==> src/common/dnpc_pkg.sv <==
package dnpc_pkg;

    // register byte addresses on the AXI4-Lite port, and register reset values
    localparam logic [7:0] ADDR_CTRL = 8'h00;
    localparam logic [7:0] ADDR_SWEEP = 8'h04;
    localparam logic [7:0] ADDR_STATUS = 8'h08;
    localparam logic [7:0] ADDR_PHASE = 8'h0c;
    localparam logic [7:0] ADDR_PROF_BASE = 8'h10;
    localparam logic [7:0] ADDR_PROF_LAST = 8'h2c;
    localparam logic [31:0] CTRL_RESET = 32'h0000_0000;
    localparam logic [31:0] SWEEP_RESET = 32'h0000_0000;

    // control function register field positions
    localparam int CTRL_REF_HALF = 0;
    localparam int CTRL_SWEEP = 1;
    localparam int CTRL_SLEEP = 3;
    localparam int CTRL_REF_DIV_LO = 4;
    localparam int CTRL_FB_DIV_LO = 6;
    localparam int CTRL_CP_POL = 10;
    localparam int CTRL_FINAL_LO = 11;
    localparam int CTRL_CP_OFFSET = 13;
    localparam int CTRL_WIDE_LO = 14;
    localparam int CTRL_FDET_LO = 17;

    localparam logic [1:0] RESP_OKAY = 2'h0;
    localparam logic [1:0] RESP_SLVERR = 2'h2;

    // pfd input divider ratio codes
    localparam logic [1:0] DIV_BY1 = 2'h0;
    localparam logic [1:0] DIV_BY2 = 2'h1;
    localparam logic [1:0] DIV_BY4 = 2'h2;

    // sync clock is the reference clock divided by this
    localparam int SYNC_DIV = 8;
    localparam int SYNC_CNT_W = $clog2(SYNC_DIV);

    // pump current in multiples of the baseline current
    localparam int CP_BASE_UA = 500;
    localparam int CP_OFFSET_UA = 2000;
    localparam logic [5:0] CP_OFFSET_UNITS = 6'(CP_OFFSET_UA / CP_BASE_UA);
    localparam logic [5:0] CP_FDET_STEP = 6'h14;
    localparam logic [5:0] CP_WIDE_STEP = 6'h02;
    localparam logic [5:0] CP_FINAL_BASE = 6'h01;

    typedef enum logic [1:0] {CP_FDET, CP_WIDE, CP_FINAL} dnpc_cpmode_t;

    typedef struct packed {
        logic [1:0] fdetSel;
        logic [2:0] wideSel;
        logic cpOffset;
        logic [1:0] finalSel;
        logic cpPolNeg;
        logic [1:0] fbDiv;
        logic [1:0] refDiv;
        logic sleep;
        logic sweep;
        logic refHalf;
    } dnpc_cfg_t;

    typedef struct packed {
        logic [31:0] freq_tuning_word;
        logic [13:0] poff;
    } dnpc_prof_t;

    function automatic dnpc_cfg_t dnpc_decode(input logic [31:0] w);
        dnpc_cfg_t c;
        c.refHalf = w[CTRL_REF_HALF];
        c.sweep = w[CTRL_SWEEP];
        c.sleep = w[CTRL_SLEEP];
        c.refDiv = w[CTRL_REF_DIV_LO +: 2];
        c.fbDiv = w[CTRL_FB_DIV_LO +: 2];
        c.cpPolNeg = w[CTRL_CP_POL];
        c.finalSel = w[CTRL_FINAL_LO +: 2];
        c.cpOffset = w[CTRL_CP_OFFSET];
        c.wideSel = w[CTRL_WIDE_LO +: 3];
        c.fdetSel = w[CTRL_FDET_LO +: 2];
        return c;
    endfunction

endpackage

==> src/design/dnpc_pfd_div.sv <==
`timescale 1ns/1ns
// divides the rising edges of one pfd input by 1, 2 or 4
module dnpc_pfd_div import dnpc_pkg::*; (
    input wire logic mclk,
    input wire logic reset_n,
    input wire logic clkEn,
    input wire logic sigIn,
    input wire logic [1:0] ratio,
    output logic edgeOut
);
    logic prev_q;
    logic [1:0] cnt_q;
    logic [1:0] cnt_d;
    logic edge_q;
    logic edge_d;
    wire logic rise = sigIn & ~prev_q;
    // reserved ratio code behaves as divide by one
    wire logic [1:0] lastCnt = (ratio == DIV_BY4) ? 2'h3 :
                               (ratio == DIV_BY2) ? 2'h1 : 2'h0;

    always_comb begin
        cnt_d = cnt_q;
        edge_d = 1'b0;
        if (rise) begin
            if (cnt_q >= lastCnt) begin
                cnt_d = 2'h0;
                edge_d = 1'b1;
            end else begin
                cnt_d = cnt_q + 2'h1;
            end
        end
    end

    always_ff @(posedge mclk or negedge reset_n) begin
        if (!reset_n) begin
            prev_q <= 1'b0;
            cnt_q <= 2'h0;
            edge_q <= 1'b0;
        end else if (clkEn) begin
            prev_q <= sigIn;
            cnt_q <= cnt_d;
            edge_q <= edge_d;
        end
    end

    assign edgeOut = edge_q;
endmodule

==> src/design/dnpc_cp_ctrl.sv <==
`timescale 1ns/1ns
// phase frequency detector, pump polarity and fast lock current control
module dnpc_cp_ctrl import dnpc_pkg::*; (
    input wire logic mclk,
    input wire logic reset_n,
    input wire logic clkEn,
    input wire logic restart,
    input wire logic refEdge,
    input wire logic fbEdge,
    input wire logic freqLock,
    input wire logic phaseLock,
    input wire dnpc_cfg_t cfg,
    output logic pumpUp,
    output logic pumpDown,
    output dnpc_cpmode_t pumpMode,
    output logic [5:0] pumpScale,
    output logic fastLockActive
);
    dnpc_cpmode_t mode_q;
    dnpc_cpmode_t mode_d;
    logic ref_q;
    logic fb_q;
    logic up_q;
    logic dn_q;
    logic [5:0] scale_q;
    logic fl_q;

    // both flags set means the edges met; the pair clears
    wire logic refSet = ref_q | refEdge;
    wire logic fbSet = fb_q | fbEdge;
    wire logic both = refSet & fbSet;
    wire logic refLead = refSet & ~both;
    wire logic fbLead = fbSet & ~both;
    // feedback leading lowers the control node unless inverted
    wire logic upNext = cfg.cpPolNeg ? fbLead : refLead;
    wire logic dnNext = cfg.cpPolNeg ? refLead : fbLead;

    wire logic [5:0] fdetScale = 6'(cfg.fdetSel) * CP_FDET_STEP;
    wire logic [5:0] wideScale = 6'(cfg.wideSel) * CP_WIDE_STEP;
    wire logic [5:0] finalScale = 6'(cfg.finalSel) + CP_FINAL_BASE +
        (cfg.cpOffset ? CP_OFFSET_UNITS : 6'h00);
    wire logic [5:0] scaleNext = (mode_d == CP_FDET) ? fdetScale :
                                 (mode_d == CP_WIDE) ? wideScale : finalScale;

    always_comb begin
        mode_d = mode_q;
        case (mode_q)
            CP_FDET: begin
                if (freqLock) begin
                    mode_d = (cfg.wideSel == 3'h0) ? CP_FINAL : CP_WIDE;
                end
            end
            CP_WIDE: begin
                if (phaseLock) begin
                    mode_d = CP_FINAL;
                end
            end
            default: mode_d = mode_q;
        endcase
        if (restart) begin
            mode_d = CP_FDET;
        end
    end

    always_ff @(posedge mclk or negedge reset_n) begin
        if (!reset_n) begin
            mode_q <= CP_FDET;
            ref_q <= 1'b0;
            fb_q <= 1'b0;
            up_q <= 1'b0;
            dn_q <= 1'b0;
            scale_q <= 6'h00;
            fl_q <= 1'b0;
        end else if (clkEn) begin
            mode_q <= mode_d;
            ref_q <= refLead & ~restart;
            fb_q <= fbLead & ~restart;
            up_q <= upNext & ~restart;
            dn_q <= dnNext & ~restart;
            scale_q <= restart ? 6'h00 : scaleNext;
            fl_q <= (mode_d == CP_FDET) & ~restart;
        end
    end

    assign pumpUp = up_q;
    assign pumpDown = dn_q;
    assign pumpMode = mode_q;
    assign pumpScale = scale_q;
    assign fastLockActive = fl_q;
endmodule

==> src/design/dnpc_top.sv <==
// Local design decisions: the AXI4-Lite slave port and the register addresses.
`timescale 1ns/1ns
// Notes on behaviour
// - 32-bit accumulator adds tuning word each tick
// - 14-bit phase offset added before sine
// - four profiles chosen by two select pins
// - each profile holds tuning word and offset
// - optional halving of reference for system clock
// - mode is single tone or sweep
// - full sleep stops most logic
// - each pfd input divided by 1, 2, 4
// - polarity sets pump direction versus lead/lag
// - control bit 10 selects pump polarity
// - final mode scale one to four
// - control bit 13 adds 2 mA offset
// - wide mode scale even zero to fourteen
// - frequency detect scale 0, 20, 40, 60
// - zero wide scale skips to final mode
// - update strobe rise copies buffers to active
// - sync clock out is reference over eight
module dnpc_top import dnpc_pkg::*; (
    input wire logic mclk,
    input wire logic reset_n,
    input wire logic clkEn,
    input wire logic [7:0] awaddr,
    input wire logic awvalid,
    output logic awready,
    input wire logic [31:0] wdata,
    input wire logic [3:0] wstrb,
    input wire logic wvalid,
    output logic wready,
    output logic [1:0] bresp,
    output logic bvalid,
    input wire logic bready,
    input wire logic [7:0] araddr,
    input wire logic arvalid,
    output logic arready,
    output logic [31:0] rdata,
    output logic [1:0] rresp,
    output logic rvalid,
    input wire logic rready,
    input wire logic [1:0] profileSelect,
    input wire logic updateStrobe,
    input wire logic pfdReferenceInput,
    input wire logic pfdFeedbackInput,
    input wire logic freqLockDet,
    input wire logic phaseLockDet,
    output logic syncClockOut,
    output logic systemClockTick,
    output logic [13:0] phaseOut,
    output logic pumpUp,
    output logic pumpDown,
    output dnpc_cpmode_t pumpMode,
    output logic [5:0] pumpScale,
    output logic fastLockActive
);
    // buffered (software side) and active copies
    logic [31:0] ctrlBuf_q;
    logic [31:0] sweepBuf_q;
    dnpc_prof_t profBuf_q [4];
    logic [31:0] ctrlAct_q;
    logic [31:0] sweepAct_q;
    dnpc_prof_t profAct_q [4];

    logic awReady_q;
    logic wReady_q;
    logic awHeld_q;
    logic wHeld_q;
    logic [7:0] awAddr_q;
    logic [31:0] wData_q;
    logic [3:0] wStrb_q;
    logic bValid_q;
    logic [1:0] bResp_q;
    logic arReady_q;
    logic rValid_q;
    logic [31:0] rData_q;
    logic [1:0] rResp_q;

    logic updPrev_q;
    logic [SYNC_CNT_W-1:0] syncCnt_q;
    logic syncClk_q;
    logic halfPhase_q;
    logic sysTick_q;
    logic [31:0] acc_q;
    logic [31:0] sweepFtw_q;
    logic [13:0] phase_q;

    wire dnpc_cfg_t cfg = dnpc_decode(ctrlAct_q);
    wire dnpc_prof_t selProf = profAct_q[profileSelect];
    wire logic updRise = updateStrobe & ~updPrev_q;

    wire logic doWrite = awHeld_q & wHeld_q & ~bValid_q;
    wire logic [7:0] wrOff = awAddr_q - ADDR_PROF_BASE;
    wire logic [1:0] wrIdx = wrOff[4:3];
    wire logic wrIsPoff = wrOff[2];
    wire logic wrCtrl = awAddr_q == ADDR_CTRL;
    wire logic wrSweep = awAddr_q == ADDR_SWEEP;
    wire logic wrProf = (awAddr_q >= ADDR_PROF_BASE) &&
                        (awAddr_q <= ADDR_PROF_LAST) &&
                        (awAddr_q[1:0] == 2'h0);
    wire logic wrOk = wrCtrl || wrSweep || wrProf;

    wire logic [31:0] byteMask = {{8{wStrb_q[3]}}, {8{wStrb_q[2]}},
                                  {8{wStrb_q[1]}}, {8{wStrb_q[0]}}};
    wire logic [31:0] wrOld = wrCtrl ? ctrlBuf_q : wrSweep ? sweepBuf_q :
        wrIsPoff ? 32'(profBuf_q[wrIdx].poff) : profBuf_q[wrIdx].freq_tuning_word;
    wire logic [31:0] wrNew = (wrOld & ~byteMask) | (wData_q & byteMask);

    wire logic [7:0] rdOff = araddr - ADDR_PROF_BASE;
    wire logic [1:0] rdIdx = rdOff[4:3];
    wire logic rdAligned = araddr[1:0] == 2'h0;
    wire logic rdProf = (araddr >= ADDR_PROF_BASE) &&
                        (araddr <= ADDR_PROF_LAST);
    wire logic [31:0] statusWord = {24'h000000, 2'(pumpMode), profileSelect,
                                    cfg.sleep, cfg.sweep, 1'b0, cfg.refHalf};
    logic [31:0] rdMux;
    logic rdOk;

    always_comb begin
        rdOk = rdAligned;
        if (araddr == ADDR_CTRL) begin
            rdMux = ctrlBuf_q;
        end else if (araddr == ADDR_SWEEP) begin
            rdMux = sweepBuf_q;
        end else if (araddr == ADDR_STATUS) begin
            rdMux = statusWord;
        end else if (araddr == ADDR_PHASE) begin
            rdMux = acc_q;
        end else if (rdProf && rdOff[2]) begin
            rdMux = 32'(profBuf_q[rdIdx].poff);
        end else if (rdProf) begin
            rdMux = profBuf_q[rdIdx].freq_tuning_word;
        end else begin
            rdMux = 32'h0000_0000;
            rdOk = 1'b0;
        end
        if (!rdAligned) begin
            rdMux = 32'h0000_0000;
        end
    end

    // bus slave: address and data taken in either order, one write at a time
    always_ff @(posedge mclk or negedge reset_n) begin
        if (!reset_n) begin
            awReady_q <= 1'b1;
            wReady_q <= 1'b1;
            awHeld_q <= 1'b0;
            wHeld_q <= 1'b0;
            awAddr_q <= 8'h00;
            wData_q <= 32'h0000_0000;
            wStrb_q <= 4'h0;
            bValid_q <= 1'b0;
            bResp_q <= RESP_OKAY;
        end else if (clkEn) begin
            if (awvalid && awReady_q) begin
                awReady_q <= 1'b0;
                awHeld_q <= 1'b1;
                awAddr_q <= awaddr;
            end
            if (wvalid && wReady_q) begin
                wReady_q <= 1'b0;
                wHeld_q <= 1'b1;
                wData_q <= wdata;
                wStrb_q <= wstrb;
            end
            if (doWrite) begin
                bValid_q <= 1'b1;
                bResp_q <= wrOk ? RESP_OKAY : RESP_SLVERR;
            end
            if (bValid_q && bready) begin
                bValid_q <= 1'b0;
                awHeld_q <= 1'b0;
                wHeld_q <= 1'b0;
                awReady_q <= 1'b1;
                wReady_q <= 1'b1;
            end
        end
    end

    always_ff @(posedge mclk or negedge reset_n) begin
        if (!reset_n) begin
            arReady_q <= 1'b1;
            rValid_q <= 1'b0;
            rData_q <= 32'h0000_0000;
            rResp_q <= RESP_OKAY;
        end else if (clkEn) begin
            if (arvalid && arReady_q) begin
                arReady_q <= 1'b0;
                rValid_q <= 1'b1;
                rData_q <= rdMux;
                rResp_q <= rdOk ? RESP_OKAY : RESP_SLVERR;
            end else if (rValid_q && rready) begin
                rValid_q <= 1'b0;
                arReady_q <= 1'b1;
            end
        end
    end

    // software writes land in the buffers; the strobe edge makes them live
    always_ff @(posedge mclk or negedge reset_n) begin
        if (!reset_n) begin
            ctrlBuf_q <= CTRL_RESET;
            sweepBuf_q <= SWEEP_RESET;
            ctrlAct_q <= CTRL_RESET;
            sweepAct_q <= SWEEP_RESET;
            updPrev_q <= 1'b0;
            profBuf_q <= '{default: '0};
            profAct_q <= '{default: '0};
        end else if (clkEn) begin
            updPrev_q <= updateStrobe;
            if (doWrite && wrOk && wrCtrl) begin
                ctrlBuf_q <= wrNew;
            end
            if (doWrite && wrOk && wrSweep) begin
                sweepBuf_q <= wrNew;
            end
            if (doWrite && wrOk && wrProf && !wrIsPoff) begin
                profBuf_q[wrIdx].freq_tuning_word <= wrNew;
            end
            if (doWrite && wrOk && wrProf && wrIsPoff) begin
                profBuf_q[wrIdx].poff <= wrNew[13:0];
            end
            if (updRise) begin
                ctrlAct_q <= ctrlBuf_q;
                sweepAct_q <= sweepBuf_q;
                profAct_q <= profBuf_q;
            end
        end
    end

    // mclk stands in for the reference clock; the system clock is a tick
    always_ff @(posedge mclk or negedge reset_n) begin
        if (!reset_n) begin
            syncCnt_q <= '0;
            syncClk_q <= 1'b0;
            halfPhase_q <= 1'b0;
            sysTick_q <= 1'b0;
        end else if (clkEn) begin
            syncCnt_q <= syncCnt_q + SYNC_CNT_W'(1);
            syncClk_q <= syncCnt_q[SYNC_CNT_W-1];
            halfPhase_q <= ~halfPhase_q;
            sysTick_q <= ~cfg.sleep & (~cfg.refHalf | halfPhase_q);
        end
    end

    // phase continuous: a new word never clears the accumulator
    wire logic [31:0] activeFtw = cfg.sweep ? sweepFtw_q : selProf.freq_tuning_word;
    wire logic [31:0] accNext = acc_q + activeFtw;

    always_ff @(posedge mclk or negedge reset_n) begin
        if (!reset_n) begin
            acc_q <= 32'h0000_0000;
            sweepFtw_q <= 32'h0000_0000;
            phase_q <= 14'h0000;
        end else if (clkEn) begin
            if (updRise) begin
                sweepFtw_q <= profBuf_q[profileSelect].freq_tuning_word;
            end else if (sysTick_q && cfg.sweep) begin
                sweepFtw_q <= sweepFtw_q + sweepAct_q;
            end
            if (sysTick_q) begin
                acc_q <= accNext;
            end
            if (cfg.sleep) begin
                phase_q <= 14'h0000;
            end else begin
                phase_q <= acc_q[31:18] + selProf.poff;
            end
        end
    end

    wire logic refEdge;
    wire logic fbEdge;

    dnpc_pfd_div u_ref_div (
        .mclk(mclk),
        .reset_n(reset_n),
        .clkEn(clkEn),
        .sigIn(pfdReferenceInput),
        .ratio(cfg.refDiv),
        .edgeOut(refEdge)
    );

    dnpc_pfd_div u_fb_div (
        .mclk(mclk),
        .reset_n(reset_n),
        .clkEn(clkEn),
        .sigIn(pfdFeedbackInput),
        .ratio(cfg.fbDiv),
        .edgeOut(fbEdge)
    );

    // a fresh update restarts the lock sequence from frequency detect
    dnpc_cp_ctrl u_cp (
        .mclk(mclk),
        .reset_n(reset_n),
        .clkEn(clkEn),
        .restart(updRise | cfg.sleep),
        .refEdge(refEdge),
        .fbEdge(fbEdge),
        .freqLock(freqLockDet),
        .phaseLock(phaseLockDet),
        .cfg(cfg),
        .pumpUp(pumpUp),
        .pumpDown(pumpDown),
        .pumpMode(pumpMode),
        .pumpScale(pumpScale),
        .fastLockActive(fastLockActive)
    );

    assign awready = awReady_q;
    assign wready = wReady_q;
    assign bvalid = bValid_q;
    assign bresp = bResp_q;
    assign arready = arReady_q;
    assign rvalid = rValid_q;
    assign rdata = rData_q;
    assign rresp = rResp_q;
    assign syncClockOut = syncClk_q;
    assign systemClockTick = sysTick_q;
    assign phaseOut = phase_q;
endmodule

==> config.mk <==
export PLATFORM = sky130hd
export DESIGN_NAME = dnpc_top
export DESIGN_NICKNAME = d
export VERILOG_FILES = /design/src/common/dnpc_pkg.sv /design/src/design/dnpc_pfd_div.sv /design/src/design/dnpc_cp_ctrl.sv /design/src/design/dnpc_top.sv
export SDC_FILE = /design/constraint.sdc
export NUM_CORES = 2
export LEC_CHECK = 0
export BUFFER_PORTS_ARGS = -buffer_cell sky130_fd_sc_hd__buf_2
export CAP_MARGIN = 20
export CORE_ASPECT_RATIO = 2
export CORE_MARGIN = 2
export CORE_UTILIZATION = 65
export DETAILED_ROUTE_END_ITERATION = 10
export GPL_TIMING_DRIVEN = 0
export PLACE_DENSITY = 0.8
export SETUP_SLACK_MARGIN = 0.3
export SLEW_MARGIN = 20
export SYNTH_ARGS = -nofsm -noshare
export SYNTH_HDL_FRONTEND = slang
export SYNTH_SLANG_ARGS = --single-unit
==> constraint.sdc <==
create_clock -name mclk -period 7.28 [get_ports mclk]
set_input_delay 1.456 -clock mclk [delete_from_list [all_inputs] [get_ports mclk]]
set_output_delay 1.456 -clock mclk [all_outputs]
set_load 0.02 [all_outputs]
## Word-level counts from Yosys, hierarchy flattened

Index checks and enable logic that the tools add are counted.

- Register bits after elaboration: 676
- Input bits: 67
- Output and inout port bits: 68
- Word-level logic and storage cells: 244

- $add $sub $neg: 10
- Multiply operators: 1
- Magnitude comparators: 10
- Equality and inequality tests: 10
- Mux-type cells: 78
- Bitwise operators: 34
- Reduce and logical (&&, ||, !) cells: 47

Operators with widths:

| cell | number |
|---|---|
| $mux W184 | 3 |
| $mux W32 | 13 |
| $mux W46 | 9 |
| $bmux W46 S2 | 4 |
| $bwmux W184 | 2 |
| $demux W46 S2 | 2 |
| $add A32 B32 Y32 | 2 |
| $and A32 B32 Y32 | 2 |
| $not A32 Y32 | 1 |
| $or A32 B32 Y32 | 1 |
| $reduce_and A2 Y1 | 15 |
| $mux W1 | 28 |
| $mux W14 | 2 |
| $mux W2 | 10 |
| $mux W6 | 3 |
| $logic_and A1 B1 Y1 | 17 |
| $eq A8 B3 Y1 const B | 2 |
| $eq A8 B4 Y1 const B | 2 |
| $ge A8 B5 Y1 const B | 2 |
| $le A8 B6 Y1 const B | 2 |
| $logic_not A8 Y1 | 2 |
| $add A14 B14 Y14 | 1 |
| $and A1 B1 Y1 | 14 |
| $reduce_bool A2 Y1 | 5 |
| other kinds (20) | 46 |

## Depth between registers and ports, before layout

- Word-level depth: 15
- Mapped depth: 17
- Mapped depth without buffers: 14

## Cells and area by module

From an unflattened synthesis, not the netlist that was laid out.

- Cells, all modules: 3606
- Area, all modules: 35170.0 µm²

Modules (own cells, without submodules):

| module | times used | cells an instance | area an instance (µm²) | sequential area each (µm²) |
|---|---|---|---|---|
| dnpc_top | 1 | 3484 | 33888.8 | 16269.4 |
| dnpc_cp_ctrl | 1 | 76 | 735.7 | 325.3 |
| dnpc_pfd_div | 2 | 23 | 272.8 | 100.1 |

## Least setup slack after synthesis

No wires, ideal clock.

- Kind: input to register
- From: input port profileSelect[0]
- To: register acc_q[31]
- Arrival: 5345 ps
- Slack: 1855 ps
- Stages: 15
- Buffers on the path: 3
- Path through: buf_2 > buf_2 > buf_1 > mux4_2 > mux2_2 > ha_1 > a21o_1 > a21o_1 > a21oi_1 > o22ai_1 > o41ai_2 > a311oi_1 > or3_1 > a21oi_1 > xor2_1

- Word-level cells in the longest chain between the ends: 6

RTL lines:

| what | line | source |
|---|---|---|
| start, declared | dnpc_top.sv:42 | `input wire logic [1:0] profileSelect,` |
| $not A2 Y3 (implied by the code) | dnpc_top.sv:89 | `wire dnpc_prof_t selProf = profAct_q[profileSelect];` |
| $bmux W46 S2 | dnpc_top.sv:89 |  |
| $mux W46 (implied by the code) (2 in series) | dnpc_top.sv:89 |  |
| $mux W32 | dnpc_top.sv:247 | `wire logic [31:0] activeFtw = cfg.sweep ? sweepFtw_q : selProf.freq_tuning_word;` |
| $add A32 B32 Y32 | dnpc_top.sv:248 | `wire logic [31:0] accNext = acc_q + activeFtw;` |
| end signal, assigned | dnpc_top.sv:262 | `acc_q <= accNext;` |
| end, declared | dnpc_top.sv:84 | `logic [31:0] acc_q;` |

No other way between the ends. The select of a mux whose other input is x is not followed.
A chain may end at the register's enable or synchronous reset.

## Worst setup path in the final report

- From: input port profileSelect[1]
- To: register acc_q[31]

Same word-level chain as after synthesis.

==> impl_results.md <==
* Status: completed
* Final hold viol count at 0
* I/O Buffers at around 130
* Power Density at between 300 and 400 nW/um^2
* Clock power share at 0.290
* Main synth FF type: dfrtp_1
* Hold_buf cts at 0
* DR vias/cell at approximately 7.6
* H-tree levels at 2
* Crit path capture type: register
* VDD IR max at ~0.00023 V
* Horiz. Die Dim at 169.5 um
* Fill count at 3,609
* Initial DRC Count at about 4,500
* Multi-input gate area at about 18,000 um^2
* P_int at between 7 and 8 mW
* Syn avg cell area at roughly 12 um^2
* Final worst slack at ~500 ps
* Top-count cell post-synth: dfrtp_1
* Cell Rows at 121
* Height of the die at ~330 um
* WS Path Type: input pin to register
* Clock period minus worst slack at 6778 ps
* Initial antenna violation count at 17
* Synthesized area at 35,600 um^2
* Post-Synth Adder-Cell Area at 0.03121
* Post-DR wirelength/cell at 38.75 um
* CTS Root Cell: clkbuf_16
* Largest net degree at the start of global routing at around 110
* Async SR Flop Fraction at 1.000
* Initial Util at 0.6550
* Synth cell types at 77
* Comb pwr share at 0.288
* Compound-gate portion of the synthesized area at 0.1184
* Sequential share of the synthesized area at 0.4718
* Commonest cells in the netlist: dfrtp_1 (668), mux2_2 (399), nand2_1 (377), o21ai_0 (290), mux4_2 (184)
* Vias at between 30,000 and 40,000
* Antenna Violating Nets Remaining at 0
* Vias in the first global route at 31,268
* Final max-slew violation count at 0
* Top-level port count at 135
* Simple-Gate Fraction of Synth Area at 0.07406
* Die area at about 57,000 um^2
* Tightest Pin Transition at ~1300 ps
* Hold WC Path Type: register to register
* CTS tree: done
* Yosys top cell by area: dfrtp_1
* Area growth from synthesis to layout at 10.84%
* EDFF count, synth at 0
* Final #Nets at 3,366
* Arrival @ worst endpoint at 7370 ps
* DRT Wirelength at ~150,000 um
* Place WS at -102.1 ps
* Num CTS Buffers at 58
* Switching part of the total at 0.3754
* Switching pwr at between 4 and 5 mW
* CP required at just under 8000 ps
* Cells after Synth at between 3,000 and 4,000
* TritonRoute pass-1 iters at 7
* Post-Layout Cell Count at 3,954
* CP startpoint kind: input pin
* Total GRT Usage at 0.5673
* First-pass GRT wire length at 226,500 um
* YS warnings at 0
* Register Area at approximately 17,000 um^2
* Share of cells above drive strength 1 at 0.2866
* Placed cells at around 3,800
* Top post-synthesis cells by area: dfrtp_1 (47%), mux2_2 (13%), mux4_2 (12%)
* Final setup fails at 0
* Final setup skew at 58.99 ps
* Clk sinks at about 670
* Seq cells post-synth at 671
* Drt drc at 0
* RSZ-0062 raised after global routing: false
* Total global routing overflow at 0
* Mux cell area share after synthesis at 0.2596
* Final RePlAce weighted congestion at 1.108
* Clk buf depth at 3
* Seq pwr share at 0.422
* Crit Path Max Fanout at 10
* FMAX at between 0.1 and 0.15 GHz
* Worst-skew pair later-pin latency at 720 ps
* Largest family of logic cells by synthesized area: multiplexers
* Total of max-cap violations at 0
* Hpwl dp at between 100,000 and 150,000 um
* Tcrit/Tclk final at 0.9311
* Reg clk slew, reported paths at 70 ps
* Slew headroom at 0.1067
* Leak at about 18 nW
* Post-synth top area share at 0.4696
* Core area at 54,350 um^2
* Post-synthesis xor/xnor area fraction at 0.01452
## worst paths after layout
path,startpoint,to,slack (ps),cells past startpoint
min reg2reg,halfPhase_q,halfPhase_q,470,1
max,profileSelect[1],acc_q[31],500,16
max in group asynchronous,reset_n,bresp[1],4350,5
max reg2reg,ctrlAct_q[1],acc_q[31],2240,14
min,halfPhase_q,halfPhase_q,470,1
min in group asynchronous,reset_n,syncClockOut,750,1
## area by class of cell
cell class,instances,area share
Clock inverter,33,0.01119
Tap cell,676,0.02144
Timing Repair Buffer,137,0.02185
Clock buffer,77,0.04138
Buffer,184,0.02017
Antenna cell,16,0.001015
Inverter,81,0.007706
Sequential cell,671,0.4257
Multi-Input combinational cell,2079,0.4496
## layout by cell type, fill, tap and decap left out, types with 79 or more instances in the layout
cell,instances
o21ai_0,290
nor2_1,87
a21oi_1,167
ha_1,84
dfrtp_1,668
buf_2,152
clkbuf_1,136
mux2_2,399
inv_1,79
mux4_2,184
nand2_1,377
## metrics by stage
step	hold slack [ps]	total power, mW	instance area, um^2	TNS (ps)	utilization
finish	467.3	11.90	39460	0	0.7260
global route	491.9	12.17	39430	0	0.7255
CTS	470.8	11.59	39400	0	0.7249
detailed placement	460.1	8.234	37330	-102.1	0.6868
global placement	453.2	8.067	37090	-5612680	0.6824
floorplan	438.4	6.827	35600	0	-
## metal layers
layer  vias up  share of wire  GRT usage
li1      11458              -          -
met1     14763           0.28     0.5472
met2      2752           0.45     0.8483
met3      1219           0.12     0.2729
met4         8           0.15     0.5863
met5         -        0.00083    0.03372
## power by group through the flow
stage / registers, mW / clock network, mW / logic [mW]
2_1_floorplan: 4.76 / 0 / 2.07
5_1_grt: 5.03 / 3.56 / 3.58
3_3_place_gp: 4.97 / 0 / 3.10
6_report: 5.02 / 3.45 / 3.43
4_1_cts: 4.96 / 3.38 / 3.26
3_5_place_dp: 5.01 / 0 / 3.22
## registers in the layout, summed over array words and instances (netlist names), 2 cells and up
name and cells:
sweepFtw_q 32, sweepBuf_q 32, phaseOut 14, awAddr_q 8
wStrb_q 4, acc_q 32, u_cp.pumpMode 2, syncCnt_q 3
profBuf_q 184, u_fb_div.cnt_q 2, rdata 32, u_ref_div.cnt_q 2
wData_q 32, u_cp.pumpScale 6, profAct_q 184, sweepAct_q 32
ctrlBuf_q 32, ctrlAct_q 16
## worst max-delay path: stages
cell and delay (ps):
clkbuf_1 680, clkbuf_2 590, clkbuf_1 810, mux4_2 490, mux2_2 460, ha_1 350, clkbuf_1 280, nand2_1 150
nor3_1 270, o211ai_1 210, a211oi_1 590, o41ai_2 190, a311oi_1 320, o21ai_0 140, a21oi_1 180, xor2_1 160
## timing repair
item,4_1_cts,5_1_grt
endpoints found under the setup margin,0,1
gates resized for setup,0,3
buffers inserted,0,0
## cell families after synthesis
kind of cell | after synthesis
muxes | 626
and+or+nand+nor | 611
adders and majority gates | 87
buffers and inverters | 265
AOI/OAI and AO/OA | 694
DFF | 671
xor gates and xnor gates | 59
other | 1
Power figures use the tool's default switching activity.
